$ cat src/rss_regs.svh
// Purpose: Offsets, fields, reset values and timing counts for the sequencer
// Assumes: APB with 32-bit data, one register per aligned word
// Notes: Hold and dip cycle counts derive from the 10 ns system clock; settle counts oscillator cycles
`ifndef RSS_REGS_SVH
`define RSS_REGS_SVH

// Register byte offsets
`define RSS_CFG_OFS 8'h00
`define RSS_STATUS_OFS 8'h04
`define RSS_WAKE_EN_OFS 8'h08
`define RSS_WAKE_FLAG_OFS 8'h0C

// Configuration fields
`define RSS_CFG_DIP_EN 0
`define RSS_CFG_POWERUP_HOLD_TIMER_EN 1
`define RSS_CFG_OSC_LO 2
`define RSS_CFG_OSC_HI 3
`define RSS_CFG_WDT_EN 4
`define RSS_CFG_RESET 5'h13

// Status fields
`define RSS_ST_SLEEPING 0
`define RSS_ST_IN_RESET 1
`define RSS_ST_POWERDOWN 3
`define RSS_ST_TIMEOUT 4

// Wake enable fields
`define RSS_WEN_GIE 8
`define RSS_WEN_RESET 9'h000

// Wake source bit positions
`define RSS_SRC_INT_PIN 0
`define RSS_SRC_PORTB 1
`define RSS_SRC_TIMER_ONE 2
`define RSS_SRC_CAPTURE 3
`define RSS_SRC_SPECIAL 4
`define RSS_SRC_SSP_SS 5
`define RSS_SRC_SSP_SLAVE 6
`define RSS_SRC_USART 7
`define RSS_NUM_SRC 8

// Interrupt vector
`define RSS_IRQ_VECTOR 13'h0004

// Timing
`define RSS_CLK_PERIOD_NS 10
`define RSS_POWERUP_HOLD_MS 72
`define RSS_POWERUP_HOLD_CYCLES \
  ((`RSS_POWERUP_HOLD_MS * 1000000) / `RSS_CLK_PERIOD_NS)
`define RSS_DIP_MIN_US 100
`define RSS_DIP_MIN_CYCLES \
  ((`RSS_DIP_MIN_US * 1000 + `RSS_CLK_PERIOD_NS - 1) / `RSS_CLK_PERIOD_NS)
`define RSS_OSC_SETTLE_CYCLES 1024

`endif

$ cat src/rss_pkg.sv
// Purpose: Types shared by the sequencer
// Assumes: Nothing
// Notes: State codes written out in binary
package rss_pkg;

  typedef enum logic [2:0] {
    RSS_POWERUP = 3'b000,
    RSS_DIP_HOLD = 3'b001,
    RSS_OSC = 3'b010,
    RSS_RUN = 3'b011,
    RSS_SLEEP = 3'b100,
    RSS_PIN_HOLD = 3'b101
  } rss_state_t;

  typedef enum logic [1:0] {
    RSS_MODE_LP = 2'b00,
    RSS_MODE_XT = 2'b01,
    RSS_MODE_HS = 2'b10,
    RSS_MODE_RC = 2'b11
  } rss_osc_mode_t;

endpackage

$ cat src/rss_sync.sv
// Purpose: Two-flop synchroniser, one per bit
// Assumes: Inputs asynchronous to clk
// Notes: First stage feeds only the second
module rss_sync #(
  parameter int WIDTH = 1,
  parameter logic [WIDTH-1:0] INIT = '0
) (
  input wire logic clk,
  input wire logic rstn,
  input wire logic [WIDTH-1:0] din,
  output logic [WIDTH-1:0] dout
);

  genvar i;
  generate
    for (i = 0; i < WIDTH; i++)
    begin : g_bit
      logic stage1;
      always_ff @(posedge clk or negedge rstn)
      begin
        if (!rstn)
        begin
          stage1 <= INIT[i];
          dout[i] <= INIT[i];
        end
        else
        begin
          stage1 <= din[i];
          dout[i] <= stage1;
        end
      end
    end
  endgenerate

endmodule // rss_sync

$ cat src/rss_sequencer.sv
// Purpose: Start-up, supply-dip reset, sleep entry and wake-up sequencing
// Assumes: rstn is the power-on reset; core instruction strobes on clk
// Notes: Registers on APB; pins pass the two-flop synchroniser
//
// Contract
// - Hold reset 1024 oscillator cycles after powerup
// - Settle only in crystal modes, POR/wake
// - Config bit enables supply dip reset
// - Dip longer than minimum causes reset
// - Hold until supply recovers, then powerup hold
// - Dip during powerup hold restarts sequence
// - Dip reset enable forces powerup timer
// - Sleep clears watchdog and powerdown flag, sets timeout flag, stops oscillator
// - Pins keep their state during sleep
// - Wake on pin reset, watchdog, interrupt
// - Pin reset fully resets; others resume
// - Flags tell powerup, sleep and watchdog wake
// - Only listed peripheral interrupts can wake
// - Sleep prefetches next program address
// - Wake needs source enable, ignores global
// - Global enable set vectors to 0004h
// - Pending interrupt turns sleep into no-op
// - Late interrupt: full sleep, then wake
// - Powerup timer holds reset, config enabled
// - Watchdog clear sets both flags
`include "rss_regs.svh"

module rss_sequencer
  import rss_pkg::*;
#(
  parameter int POWERUP_CYCLES = `RSS_POWERUP_HOLD_CYCLES,
  parameter int DIP_MIN_CYCLES = `RSS_DIP_MIN_CYCLES,
  parameter int OSC_CYCLES = `RSS_OSC_SETTLE_CYCLES,
  parameter int PC_W = 13
) (
  input wire logic clk,
  input wire logic rstn,
  input wire logic psel,
  input wire logic penable,
  input wire logic pwrite,
  input wire logic [7:0] paddr,
  input wire logic [31:0] pwdata,
  output logic [31:0] prdata,
  output logic pready,
  output logic pslverr,
  input wire logic external_reset_pin_n,
  input wire logic supply_low,
  input wire logic osc_in,
  input wire logic [`RSS_NUM_SRC-1:0] wake_flag,
  input wire logic watchdog_timeout,
  input wire logic sleep_instr,
  input wire logic watchdog_clear_instr,
  input wire logic [PC_W-1:0] pc,
  output logic device_reset,
  output logic osc_driver_en,
  output logic io_hold,
  output logic watchdog_clear,
  output logic prefetch_req,
  output logic [PC_W-1:0] prefetch_addr,
  output logic resume,
  output logic vector_req,
  output logic [PC_W-1:0] vector_addr,
  output logic powerdown_flag,
  output logic timeout_flag
);

  ////////////////////////////////////////////////////////////////////////////
  // Pin synchronisers
  localparam int SYNC_W = `RSS_NUM_SRC + 3;
  localparam logic [SYNC_W-1:0] SYNC_INIT = {1'b1, {(SYNC_W - 1){1'b0}}};

  logic [SYNC_W-1:0] sync_out;
  logic pin_n, low, osc_s;
  logic [`RSS_NUM_SRC-1:0] flag_s;

  rss_sync #(
    .WIDTH(SYNC_W),
    .INIT(SYNC_INIT)
  ) u_sync (
    .clk(clk),
    .rstn(rstn),
    .din({external_reset_pin_n, supply_low, osc_in, wake_flag}),
    .dout(sync_out)
  );

  assign pin_n = sync_out[SYNC_W-1];
  assign low = sync_out[SYNC_W-2];
  assign osc_s = sync_out[SYNC_W-3];
  assign flag_s = sync_out[`RSS_NUM_SRC-1:0];

  ////////////////////////////////////////////////////////////////////////////
  // Registers and APB
  logic [4:0] cfg;
  logic [8:0] wake_en;
  rss_state_t state;
  logic dip_en, powerup_hold_timer_active, crystal, wdt_en, global_irq_enable;
  logic wr, setup, mapped;
  logic [31:0] next_rdata;

  assign dip_en = cfg[`RSS_CFG_DIP_EN];
  assign powerup_hold_timer_active = cfg[`RSS_CFG_POWERUP_HOLD_TIMER_EN] | dip_en;
  assign crystal = rss_osc_mode_t'(cfg[`RSS_CFG_OSC_HI:`RSS_CFG_OSC_LO])
    != RSS_MODE_RC;
  assign wdt_en = cfg[`RSS_CFG_WDT_EN];
  assign global_irq_enable = wake_en[`RSS_WEN_GIE];

  assign setup = psel & ~penable;
  assign wr = psel & penable & pwrite & pready;
  assign pready = 1'b1;
  assign mapped = (paddr == `RSS_CFG_OFS) || (paddr == `RSS_STATUS_OFS)
    || (paddr == `RSS_WAKE_EN_OFS) || (paddr == `RSS_WAKE_FLAG_OFS);
  assign pslverr = psel & penable & ~mapped;

  always_ff @(posedge clk or negedge rstn)
  begin
    if (!rstn)
      cfg <= `RSS_CFG_RESET;
    else if (wr && paddr == `RSS_CFG_OFS)
      cfg <= pwdata[4:0];
  end

  always_ff @(posedge clk or negedge rstn)
  begin
    if (!rstn)
      wake_en <= `RSS_WEN_RESET;
    else if (wr && paddr == `RSS_WAKE_EN_OFS)
      wake_en <= pwdata[8:0];
  end

  always_comb
  begin
    next_rdata = 32'h00000000;
    case (paddr)
      `RSS_CFG_OFS: next_rdata[4:0] = cfg;
      `RSS_STATUS_OFS:
      begin
        next_rdata[`RSS_ST_SLEEPING] = (state == RSS_SLEEP);
        next_rdata[`RSS_ST_IN_RESET] = device_reset;
        next_rdata[`RSS_ST_POWERDOWN] = powerdown_flag;
        next_rdata[`RSS_ST_TIMEOUT] = timeout_flag;
      end
      `RSS_WAKE_EN_OFS: next_rdata[8:0] = wake_en;
      `RSS_WAKE_FLAG_OFS: next_rdata[`RSS_NUM_SRC-1:0] = flag_s;
      default: next_rdata = 32'h00000000;
    endcase
  end

  always_ff @(posedge clk or negedge rstn)
  begin
    if (!rstn)
      prdata <= 32'h00000000;
    else if (setup)
      prdata <= next_rdata;
  end

  ////////////////////////////////////////////////////////////////////////////
  // Timers
  logic [22:0] powerup_hold_timer_cnt;
  logic [13:0] dip_cnt;
  logic [10:0] osc_cnt;
  logic osc_prev, osc_rise, powerup_hold_timer_done, dip_trip, osc_done;
  logic wake_pend, from_sleep;

  always_ff @(posedge clk or negedge rstn)
  begin
    if (!rstn)
      osc_prev <= 1'b0;
    else
      osc_prev <= osc_s;
  end

  assign osc_rise = osc_s & ~osc_prev;

  // Supply dip must last the minimum time
  always_ff @(posedge clk or negedge rstn)
  begin
    if (!rstn)
      dip_cnt <= 14'h0000;
    else if (!low || !dip_en)
      dip_cnt <= 14'h0000;
    else if (!dip_trip)
      dip_cnt <= dip_cnt + 14'h0001;
  end

  assign dip_trip = dip_en && (dip_cnt >= 14'(DIP_MIN_CYCLES));

  always_ff @(posedge clk or negedge rstn)
  begin
    if (!rstn)
      powerup_hold_timer_cnt <= 23'h000000;
    else if (state != RSS_POWERUP)
      powerup_hold_timer_cnt <= 23'h000000;
    else if (!powerup_hold_timer_done)
      powerup_hold_timer_cnt <= powerup_hold_timer_cnt + 23'h000001;
  end

  assign powerup_hold_timer_done = !powerup_hold_timer_active || (powerup_hold_timer_cnt >= 23'(POWERUP_CYCLES));

  always_ff @(posedge clk or negedge rstn)
  begin
    if (!rstn)
      osc_cnt <= 11'h000;
    else if (state != RSS_OSC)
      osc_cnt <= 11'h000;
    else if (osc_rise && !osc_done)
      osc_cnt <= osc_cnt + 11'h001;
  end

  assign osc_done = osc_cnt >= 11'(OSC_CYCLES);

  assign wake_pend = |(flag_s & wake_en[`RSS_NUM_SRC-1:0]);

  ////////////////////////////////////////////////////////////////////////////
  // Sequencer
  always_ff @(posedge clk or negedge rstn)
  begin
    if (!rstn)
    begin
      state <= RSS_POWERUP;
      from_sleep <= 1'b0;
    end
    else if (!pin_n)
    begin
      if (state != RSS_PIN_HOLD)
        from_sleep <= (state == RSS_SLEEP);
      state <= RSS_PIN_HOLD;
    end
    else if (dip_trip || (dip_en && low && state == RSS_POWERUP))
    begin
      from_sleep <= 1'b0;
      state <= RSS_DIP_HOLD;
    end
    else
    begin
      case (state)
        RSS_DIP_HOLD:
        begin
          if (!low)
            state <= RSS_POWERUP;
        end
        RSS_POWERUP:
        begin
          if (powerup_hold_timer_done)
            state <= crystal ? RSS_OSC : RSS_RUN;
        end
        RSS_OSC:
        begin
          if (osc_done)
            state <= RSS_RUN;
        end
        RSS_RUN:
        begin
          if (sleep_instr && !wake_pend)
            state <= RSS_SLEEP;
        end
        RSS_SLEEP:
        begin
          if (wake_pend || (wdt_en && watchdog_timeout))
          begin
            from_sleep <= 1'b1;
            state <= crystal ? RSS_OSC : RSS_RUN;
          end
        end
        RSS_PIN_HOLD:
        begin
          from_sleep <= 1'b0;
          state <= (crystal && from_sleep) ? RSS_OSC : RSS_RUN;
        end
        default: state <= RSS_POWERUP;
      endcase
    end
  end

  // Reset held during start-up steps and pin-reset settling, not during interrupt or watchdog wake settling
  always_ff @(posedge clk or negedge rstn)
  begin
    if (!rstn)
      device_reset <= 1'b1;
    else
      device_reset <= (state == RSS_POWERUP) || (state == RSS_DIP_HOLD)
        || (state == RSS_PIN_HOLD)
        || (state == RSS_OSC && !from_sleep);
  end

  always_ff @(posedge clk or negedge rstn)
  begin
    if (!rstn)
    begin
      osc_driver_en <= 1'b1;
      io_hold <= 1'b0;
    end
    else
    begin
      osc_driver_en <= (state != RSS_SLEEP);
      io_hold <= (state == RSS_SLEEP);
    end
  end

  ////////////////////////////////////////////////////////////////////////////
  // Flags and strobes
  logic sleep_go, wake_go, wdt_wake;

  assign sleep_go = (state == RSS_RUN) && pin_n && !dip_trip
    && sleep_instr && !wake_pend;
  assign wdt_wake = (state == RSS_SLEEP) && wdt_en && watchdog_timeout;
  assign wake_go = (state == RSS_SLEEP) && pin_n && !dip_trip
    && (wake_pend || wdt_wake);

  always_ff @(posedge clk or negedge rstn)
  begin
    if (!rstn)
    begin
      powerdown_flag <= 1'b1;
      timeout_flag <= 1'b1;
    end
    else if (sleep_go)
    begin
      powerdown_flag <= 1'b0;
      timeout_flag <= 1'b1;
    end
    else if (watchdog_clear_instr && state == RSS_RUN)
    begin
      powerdown_flag <= 1'b1;
      timeout_flag <= 1'b1;
    end
    else if (wake_go && wdt_wake && !wake_pend)
      timeout_flag <= 1'b0;
  end

  always_ff @(posedge clk or negedge rstn)
  begin
    if (!rstn)
    begin
      watchdog_clear <= 1'b0;
      prefetch_req <= 1'b0;
      prefetch_addr <= '0;
    end
    else
    begin
      watchdog_clear <= sleep_go
        || (watchdog_clear_instr && state == RSS_RUN);
      prefetch_req <= sleep_instr && state == RSS_RUN;
      if (sleep_instr && state == RSS_RUN)
        prefetch_addr <= pc + PC_W'(1);
    end
  end

  // Wake resumes without reset; global enable adds the vector
  always_ff @(posedge clk or negedge rstn)
  begin
    if (!rstn)
    begin
      resume <= 1'b0;
      vector_req <= 1'b0;
      vector_addr <= '0;
    end
    else
    begin
      resume <= wake_go;
      vector_req <= wake_go && wake_pend && global_irq_enable;
      vector_addr <= PC_W'(`RSS_IRQ_VECTOR);
    end
  end

endmodule // rss_sequencer

$ cat config.mk
export PLATFORM = sky130hd
export DESIGN_NAME = rss_sequencer
export DESIGN_NICKNAME = d
export VERILOG_FILES = /design/src/rss_pkg.sv /design/src/rss_sync.sv /design/src/rss_sequencer.sv
export VERILOG_INCLUDE_DIRS = /design/src
export SDC_FILE = /design/constraint.sdc
export NUM_CORES = 1
export LEC_CHECK = 0
export BUFFER_PORTS_ARGS = -buffer_cell sky130_fd_sc_hd__buf_2
export CORE_UTILIZATION = 55
export CTS_BUF_LIST = sky130_fd_sc_hd__clkbuf_8
export CTS_CLUSTER_SIZE = 8
export DETAILED_ROUTE_END_ITERATION = 6
export PLACE_DENSITY = 0.91
export SLEW_MARGIN = 10
export SYNTH_ARGS = -nofsm -noshare
export SYNTH_HDL_FRONTEND = slang
export SYNTH_SLANG_ARGS = --single-unit
$ cat constraint.sdc
create_clock -name clk -period 3 [get_ports clk]
set_input_delay 0.6 -clock clk [delete_from_list [all_inputs] [get_ports clk]]
set_output_delay 0.6 -clock clk [all_outputs]
set_load 0.01 [all_outputs]
# ---- After elaboration in Yosys (flattened, before gate mapping)
# Cells that the tools add are included.
dict set report totals {
  out_inout_bits 69
  word_cells 164
  reg_bits 121
  in_bits 72
}
dict set report op_classes {
  n_mux 31
  n_reduce_logical 54
  n_eq_ne 20
  add_sub_neg 4
  bitwise 10
  magnitude_cmp 3
}
# cell count
set op_table {}
lappend op_table {{$mux 23} 2}
lappend op_table {{$mux 14} 2}
lappend op_table {{$logic_and 1x1->1} 25}
lappend op_table {{$ne 4x4->1 const B} 6}
lappend op_table {{$add 23x1->23 const B} 1}
lappend op_table {{$ge 23x23->1 const B} 1}
lappend op_table {{$mux 11} 2}
lappend op_table {{$mux 3} 7}
lappend op_table {{$pmux 3 s6} 1}
lappend op_table {{$eq 8x4->1 const B} 2}
lappend op_table {{$pmux 2 s4} 2}
lappend op_table {{$add 14x1->14 const B} 1}
lappend op_table {{$ge 14x14->1 const B} 1}
lappend op_table {{$add 13x1->13 const B} 1}
lappend op_table {{$logic_or 1x1->1} 12}
lappend op_table {{$mux 1} 12}
lappend op_table {{$add 11x1->11 const B} 1}
lappend op_table {{$ge 11x11->1 const B} 1}
lappend op_table {{$and 8x8->8} 1}
lappend op_table {{$eq 8x3->1 const B} 1}
lappend op_table {{$logic_not 8->1} 1}
lappend op_table {{$reduce_or 8->1} 1}
lappend op_table {{$logic_not 1->1} 7}
lappend op_table {{$eq 3x2->1 const B} 2}
lappend op_table {{other kinds (17)} 29}

# ---- Longest topological paths before layout
dict set report depth {
  depth_word 10
  depth_mapped 7
  mapped_depth_nobuf 7
}

# ---- Cells and area by module
# A second synthesis with hierarchy kept.
dict set report unflattened {
  hier_cells 562
  area_unflattened_um2 5898.2
}
# module n_inst cells_per_inst area_per_inst_um2 seq_area_each_um2
set by_module_without_submodules {}
lappend by_module_without_submodules {rss_sequencer 1 540 5345.1 2486.1}
lappend by_module_without_submodules {rss_sync 1 22 553.0 553.0}

# ---- Worst setup path before layout
# Ideal clock, no wire load.
dict set report synth_path {
  kind {input to register}
  from {input paddr[5]}
  to {register cfg[2]}
  t_required_ns 2.875
  path_buffers 0
  setup_ns 0.125
  path_stages 5
  setup_slack_ns 0.767
  t_arrival_ns 2.108
  cell_sequence {or4_4 -> nor3_2 -> nand2_1 -> nor2_2 -> mux2_2}
}
dict set report synth_between {
  elab_chain_cells 2
}
# element line
set synth_lines {}
lappend synth_lines {{start: declaration} rss_sequencer.sv:41} ;# input wire logic [7:0] paddr,
lappend synth_lines {{$logic_not 8->1} n/a}
lappend synth_lines {{$logic_and 1x1->1 (no source line)} n/a}
lappend synth_lines {{end signal: assignment} rss_sequencer.sv:117} ;# cfg <= `RSS_CFG_RESET;
lappend synth_lines {{end signal: assignment} rss_sequencer.sv:119} ;# cfg <= pwdata[4:0];
lappend synth_lines {{end: declaration} rss_sequencer.sv:93} ;# logic [4:0] cfg;
# Every way passes these cells.
# A chain may end at the register's enable or synchronous reset.

# ---- Worst setup path in the final report
dict set report layout_path {
  from {input paddr[5]}
  to {output pslverr}
}
dict set report layout_between {
  elab_chain_cells 6
  elab_cells_between_ends 9
  classes_between {eq/ne (3); bitwise (2); reduce/logical (4)}
}
# element line
set layout_lines {}
lappend layout_lines {{$eq 8x3->1 / $logic_not 8->1 (equally long branches)} n/a}
lappend layout_lines {{$logic_or 1x1->1 (2 in series)} rss_sequencer.sv:110} ;# assign mapped = (paddr == `RSS_CFG_OFS) || (paddr == `RSS_STATUS_OFS)
lappend layout_lines {{$logic_or 1x1->1 *} rss_sequencer.sv:110}
lappend layout_lines {{$not 1->1 *} rss_sequencer.sv:112} ;# assign pslverr = psel & penable & ~mapped;
lappend layout_lines {{$and 1x1->1 *} rss_sequencer.sv:112}
lappend layout_lines {{end: declaration} rss_sequencer.sv:45} ;# output logic pslverr,
# Mark *: on every way between the ends. The rest lies on a longest branch, timed or not.

==> metrics.md <==
| Metric | Value |
|---|---|
| Int Power | roughly 2.7 mW |
| First-pass GRT wire length | between 20,000 and 25,000 µm |
| PD cells | 615.2 nW/µm² |
| Post-Syn Area | 5761 µm² |
| Worst hold-check path type | in2async |
| RSZ-0062 raised after global routing | false |
| Post-Synth XOR/XNOR Area | between 7 and 8% |
| Fmax | around 400 MHz |
| Starting Density | 57.87% |
| Post-CTS Hold Buffers | 0 |
| Final setup viols | 0 |
| Psw | around 1.3 mW |
| Synthesized instance count | around 540 |
| Post-route design area | about 6600 µm² |
| DRT Pass-1 Iters | 5 |
| Post-Synth Adder-Cell Area | 1.520% |
| CTS tree | done |
| Final min period | approximately 2500 ps |
| Die height | around 100 µm |
| Critical path arrival | ~1900 ps |
| Main combinational cell family by area after synthesis | simple AND/OR/NAND/NOR gates |
| Multiplexer share of the synthesized area | around 5.4% |
| Max VDD drop | 637.3 µV |
| Clk_lat worst skew | about 440 ps |
| DR vias | about 4,300 |
| Area Growth Syn to Fin | 13.86% |
| Reg power frac | 48.6% |
| Initial antenna violation count | 0 |
| Top area cells in the synthesized netlist | dfrtp_1, xor2_1, buf_4 |
| Synth Warn # | 0 |
| Clk_skew | 13.08 ps |
| Placed Area | between 6000 and 7000 µm² |
| Status | completed |
| Final period util | between 80% and 90% |
| Post-cts repair resize count | 0 |
| Slew headroom | about 56% |
| Worst Setup Path Type | in2out |
| CTS Buf Count | 17 |
| EDFF count, synth | 0 |
| Worst Max-Slew Pin Slew | 658.7 ps |
| Area share of the largest cell type after synthesis | 48.65% |
| Max-slew violations | 0 |
| Detailed Route WL | about 12,000 µm |
| Asr flop ratio synth | 100.0% |
| # nets final | 710 |
| Vias in the first global route | approximately 4,300 |
| Count leader, synth | dfrtp_1 |
| ANT cells | 0 |
| Largest net degree at the start of global routing | 54 |
| Worst Path Max Fanout | 9 |
| Logic pwr share | around 17% |
| Initial DRC Count | between 200 and 300 |
| Clock power frac | 34.1% |
| Core Area | roughly 10000 µm² |
| Switch share | a little under a third |
| Die W | about 100 µm |
| # port buffers | 81 |
| Top FF cell, synth | dfrtp_1 |
| Worst setup SP type | input port |
| Total grt overflow | 0 |
| CP Data Required Time | between 2000 and 2500 ps |
| Remaining DRCs | 0 |
| Die area | approximately 11,000 µm² |
| Synth Register Bits | between 100 and 150 |
| Reg clk slew, reported paths | 80 ps |
| Synth top cells by count | dfrtp_1, nor2_1, nand2_1 |
| Vias per cell | ~5.6 |
| CP endpoint kind | output pin |
| Leak pwr | 2.967 nW |
| Post-CTS setup buffers | 0 |
| Antenna Violating Nets Remaining | 0 |
| Maxcap violations | 0 |
| Final setup TNS | 0 ps |
| # H-tree levels | 4 |
| Clk sink count | between 100 and 150 |
| Final HPWL DP | about 8300 µm |
| Final hold vios | 0 |
| Fraction of layout cells with a size suffix above 1 | about a quarter |
| Site Rows | 36 |
| GRT Util Overall | 23.59% |
| Sequential fraction of the synthesis area | between 50% and 60% |
| Synth cell types | between 50 and 60 |
| Post-DR wirelength/cell | between 15 and 20 µm |
| Clock Tree Buf Depth | 2 |
| I/O pins | 141 |
| Root Buffer | clkbuf_8 |
| Synthesized area per cell | around 11 µm² |
| Synth Area in Simple Gates | between 10% and 20% |
| Routability Congestion | about 0.9 |
| Synth Area in Compound Gates | 8.471% |
| Post-synth top area cell | dfrtp_1 |
[power groups by stage]
stage	Clock, mW	Sequential [mW]	Combinational [mW]
finish	1.38	1.96	0.697
global route	1.46	1.97	0.771
CTS	1.40	1.95	0.690
detailed placement	0	1.98	0.683
global placement	0	1.96	0.645
floorplan	0	1.98	0.403
[stage by stage]
stage / setup slack [ps] / power, mW / util, % / cells / hold slack (ps)
finish: 481.7 / 4.035 / 65.89 / 777 / 173.7
global route: 380.4 / 4.203 / 65.89 / 777 / 206.7
CTS: 480.6 / 4.039 / 65.89 / 777 / 183.0
detailed placement: 436.5 / 2.659 / 62.09 / 745 / 335.5
global placement: 516.8 / 2.607 / 62.09 / 745 / 331.8
floorplan: 767.4 / 2.387 / - / 578 / 304.4
[critical path: stages]
cell	delay (ps)
buf_2	100
or4_4	520
nor3_2	450
nor2_1	90
buf_2	160
[area by class of cell]
class | instances | area [µm²]
Clock buffer | 17 | 234.0
Timing Repair Buffer | 85 | 450.4
Sequential cell | 121 | 3039
Clock inverter | 15 | 143.9
Tap cell | 133 | 166.4
Multi-Input combinational cell | 392 | 2472
Fill cell | 735 | 3396
Inverter | 14 | 52.55
[registers in the layout, summed over array words and instances (netlist names), 3 cells and up]
name / count
powerup_hold_timer_cnt: 23
dip_cnt: 14
prefetch_addr: 13
osc_cnt: 11
u_sync.dout: 11
u_sync.g_bit.stage1: 11
prdata: 9
wake_en: 9
cfg: 5
state: 3
[cell families (layout without fill, tap and decap cells)]
| group | count (synthesis) | after routing |
|---|---|---|
| xor gates and xnor gates | 49 | 49 |
| and+or+nand+nor | 206 | 206 |
| AOI/OAI and AO/OA | 69 | 69 |
| other | 2 | 37 |
| adders and majority gates | 7 | 7 |
| muxes | 24 | 24 |
| DFF | 121 | 121 |
| buffers and inverters | 65 | 131 |
[cells in the final DEF (no fill, tap or decap), drive strengths merged, types with 2 or more instances in the layout]
| master | n |
|---|---|
| nand4 | 14 |
| and3 | 8 |
| a2111oi | 3 |
| nor2b | 2 |
| conb | 37 |
| inv | 20 |
| nor3b | 3 |
| buf | 85 |
| nand2 | 53 |
| mux2 | 16 |
| xnor2 | 10 |
| a41oi | 2 |
| clkinvlp | 5 |
| o21ai | 31 |
| nand3 | 32 |
| ha | 7 |
| a21oi | 17 |
| o21a | 2 |
| mux4 | 4 |
| a31oi | 2 |
| xor2 | 39 |
| clkinv | 3 |
| or3 | 4 |
| nand2b | 3 |
| nor4 | 2 |
| a22oi | 5 |
| a211oi | 2 |
| o211ai | 2 |
| dfstp | 9 |
| and3b | 2 |
| nand3b | 2 |
| nor3 | 7 |
| and4 | 5 |
| clkbuf | 17 |
| dfrtp | 112 |
| mux2i | 4 |
| nor2 | 63 |
| and2 | 3 |
[path summary, 6_finish.rpt]
path                       cells past startpoint  slack, ps                             start                                endpoint
max reg2reg                                    5        810                cfg[0]$_DFFE_PN1P_  powerup_hold_timer_cnt[20]$_DFFE_PN0P_
max in group asynchronous                      2       2050                              rstn               u_sync.dout[10]$_DFF_PN1_
min reg2reg                                    0        350  u_sync.g_bit[4].stage1$_DFF_PN0_                u_sync.dout[4]$_DFF_PN0_
max                                            5        480                          paddr[5]                                 pslverr
min                                            1        170                              rstn  powerup_hold_timer_cnt[14]$_DFFE_PN0P_
min in group clk                               1        250              external_reset_pin_n       u_sync.g_bit[10].stage1$_DFF_PN1_
[layer usage]
layer,GRT usage (%),wire length (µm)
met5,0,0
met4,10.71,358
met3,7.393,895
met2,39.07,6156
met1,28.06,4724
No activity file was read; power rests on OpenSTA's default activity.
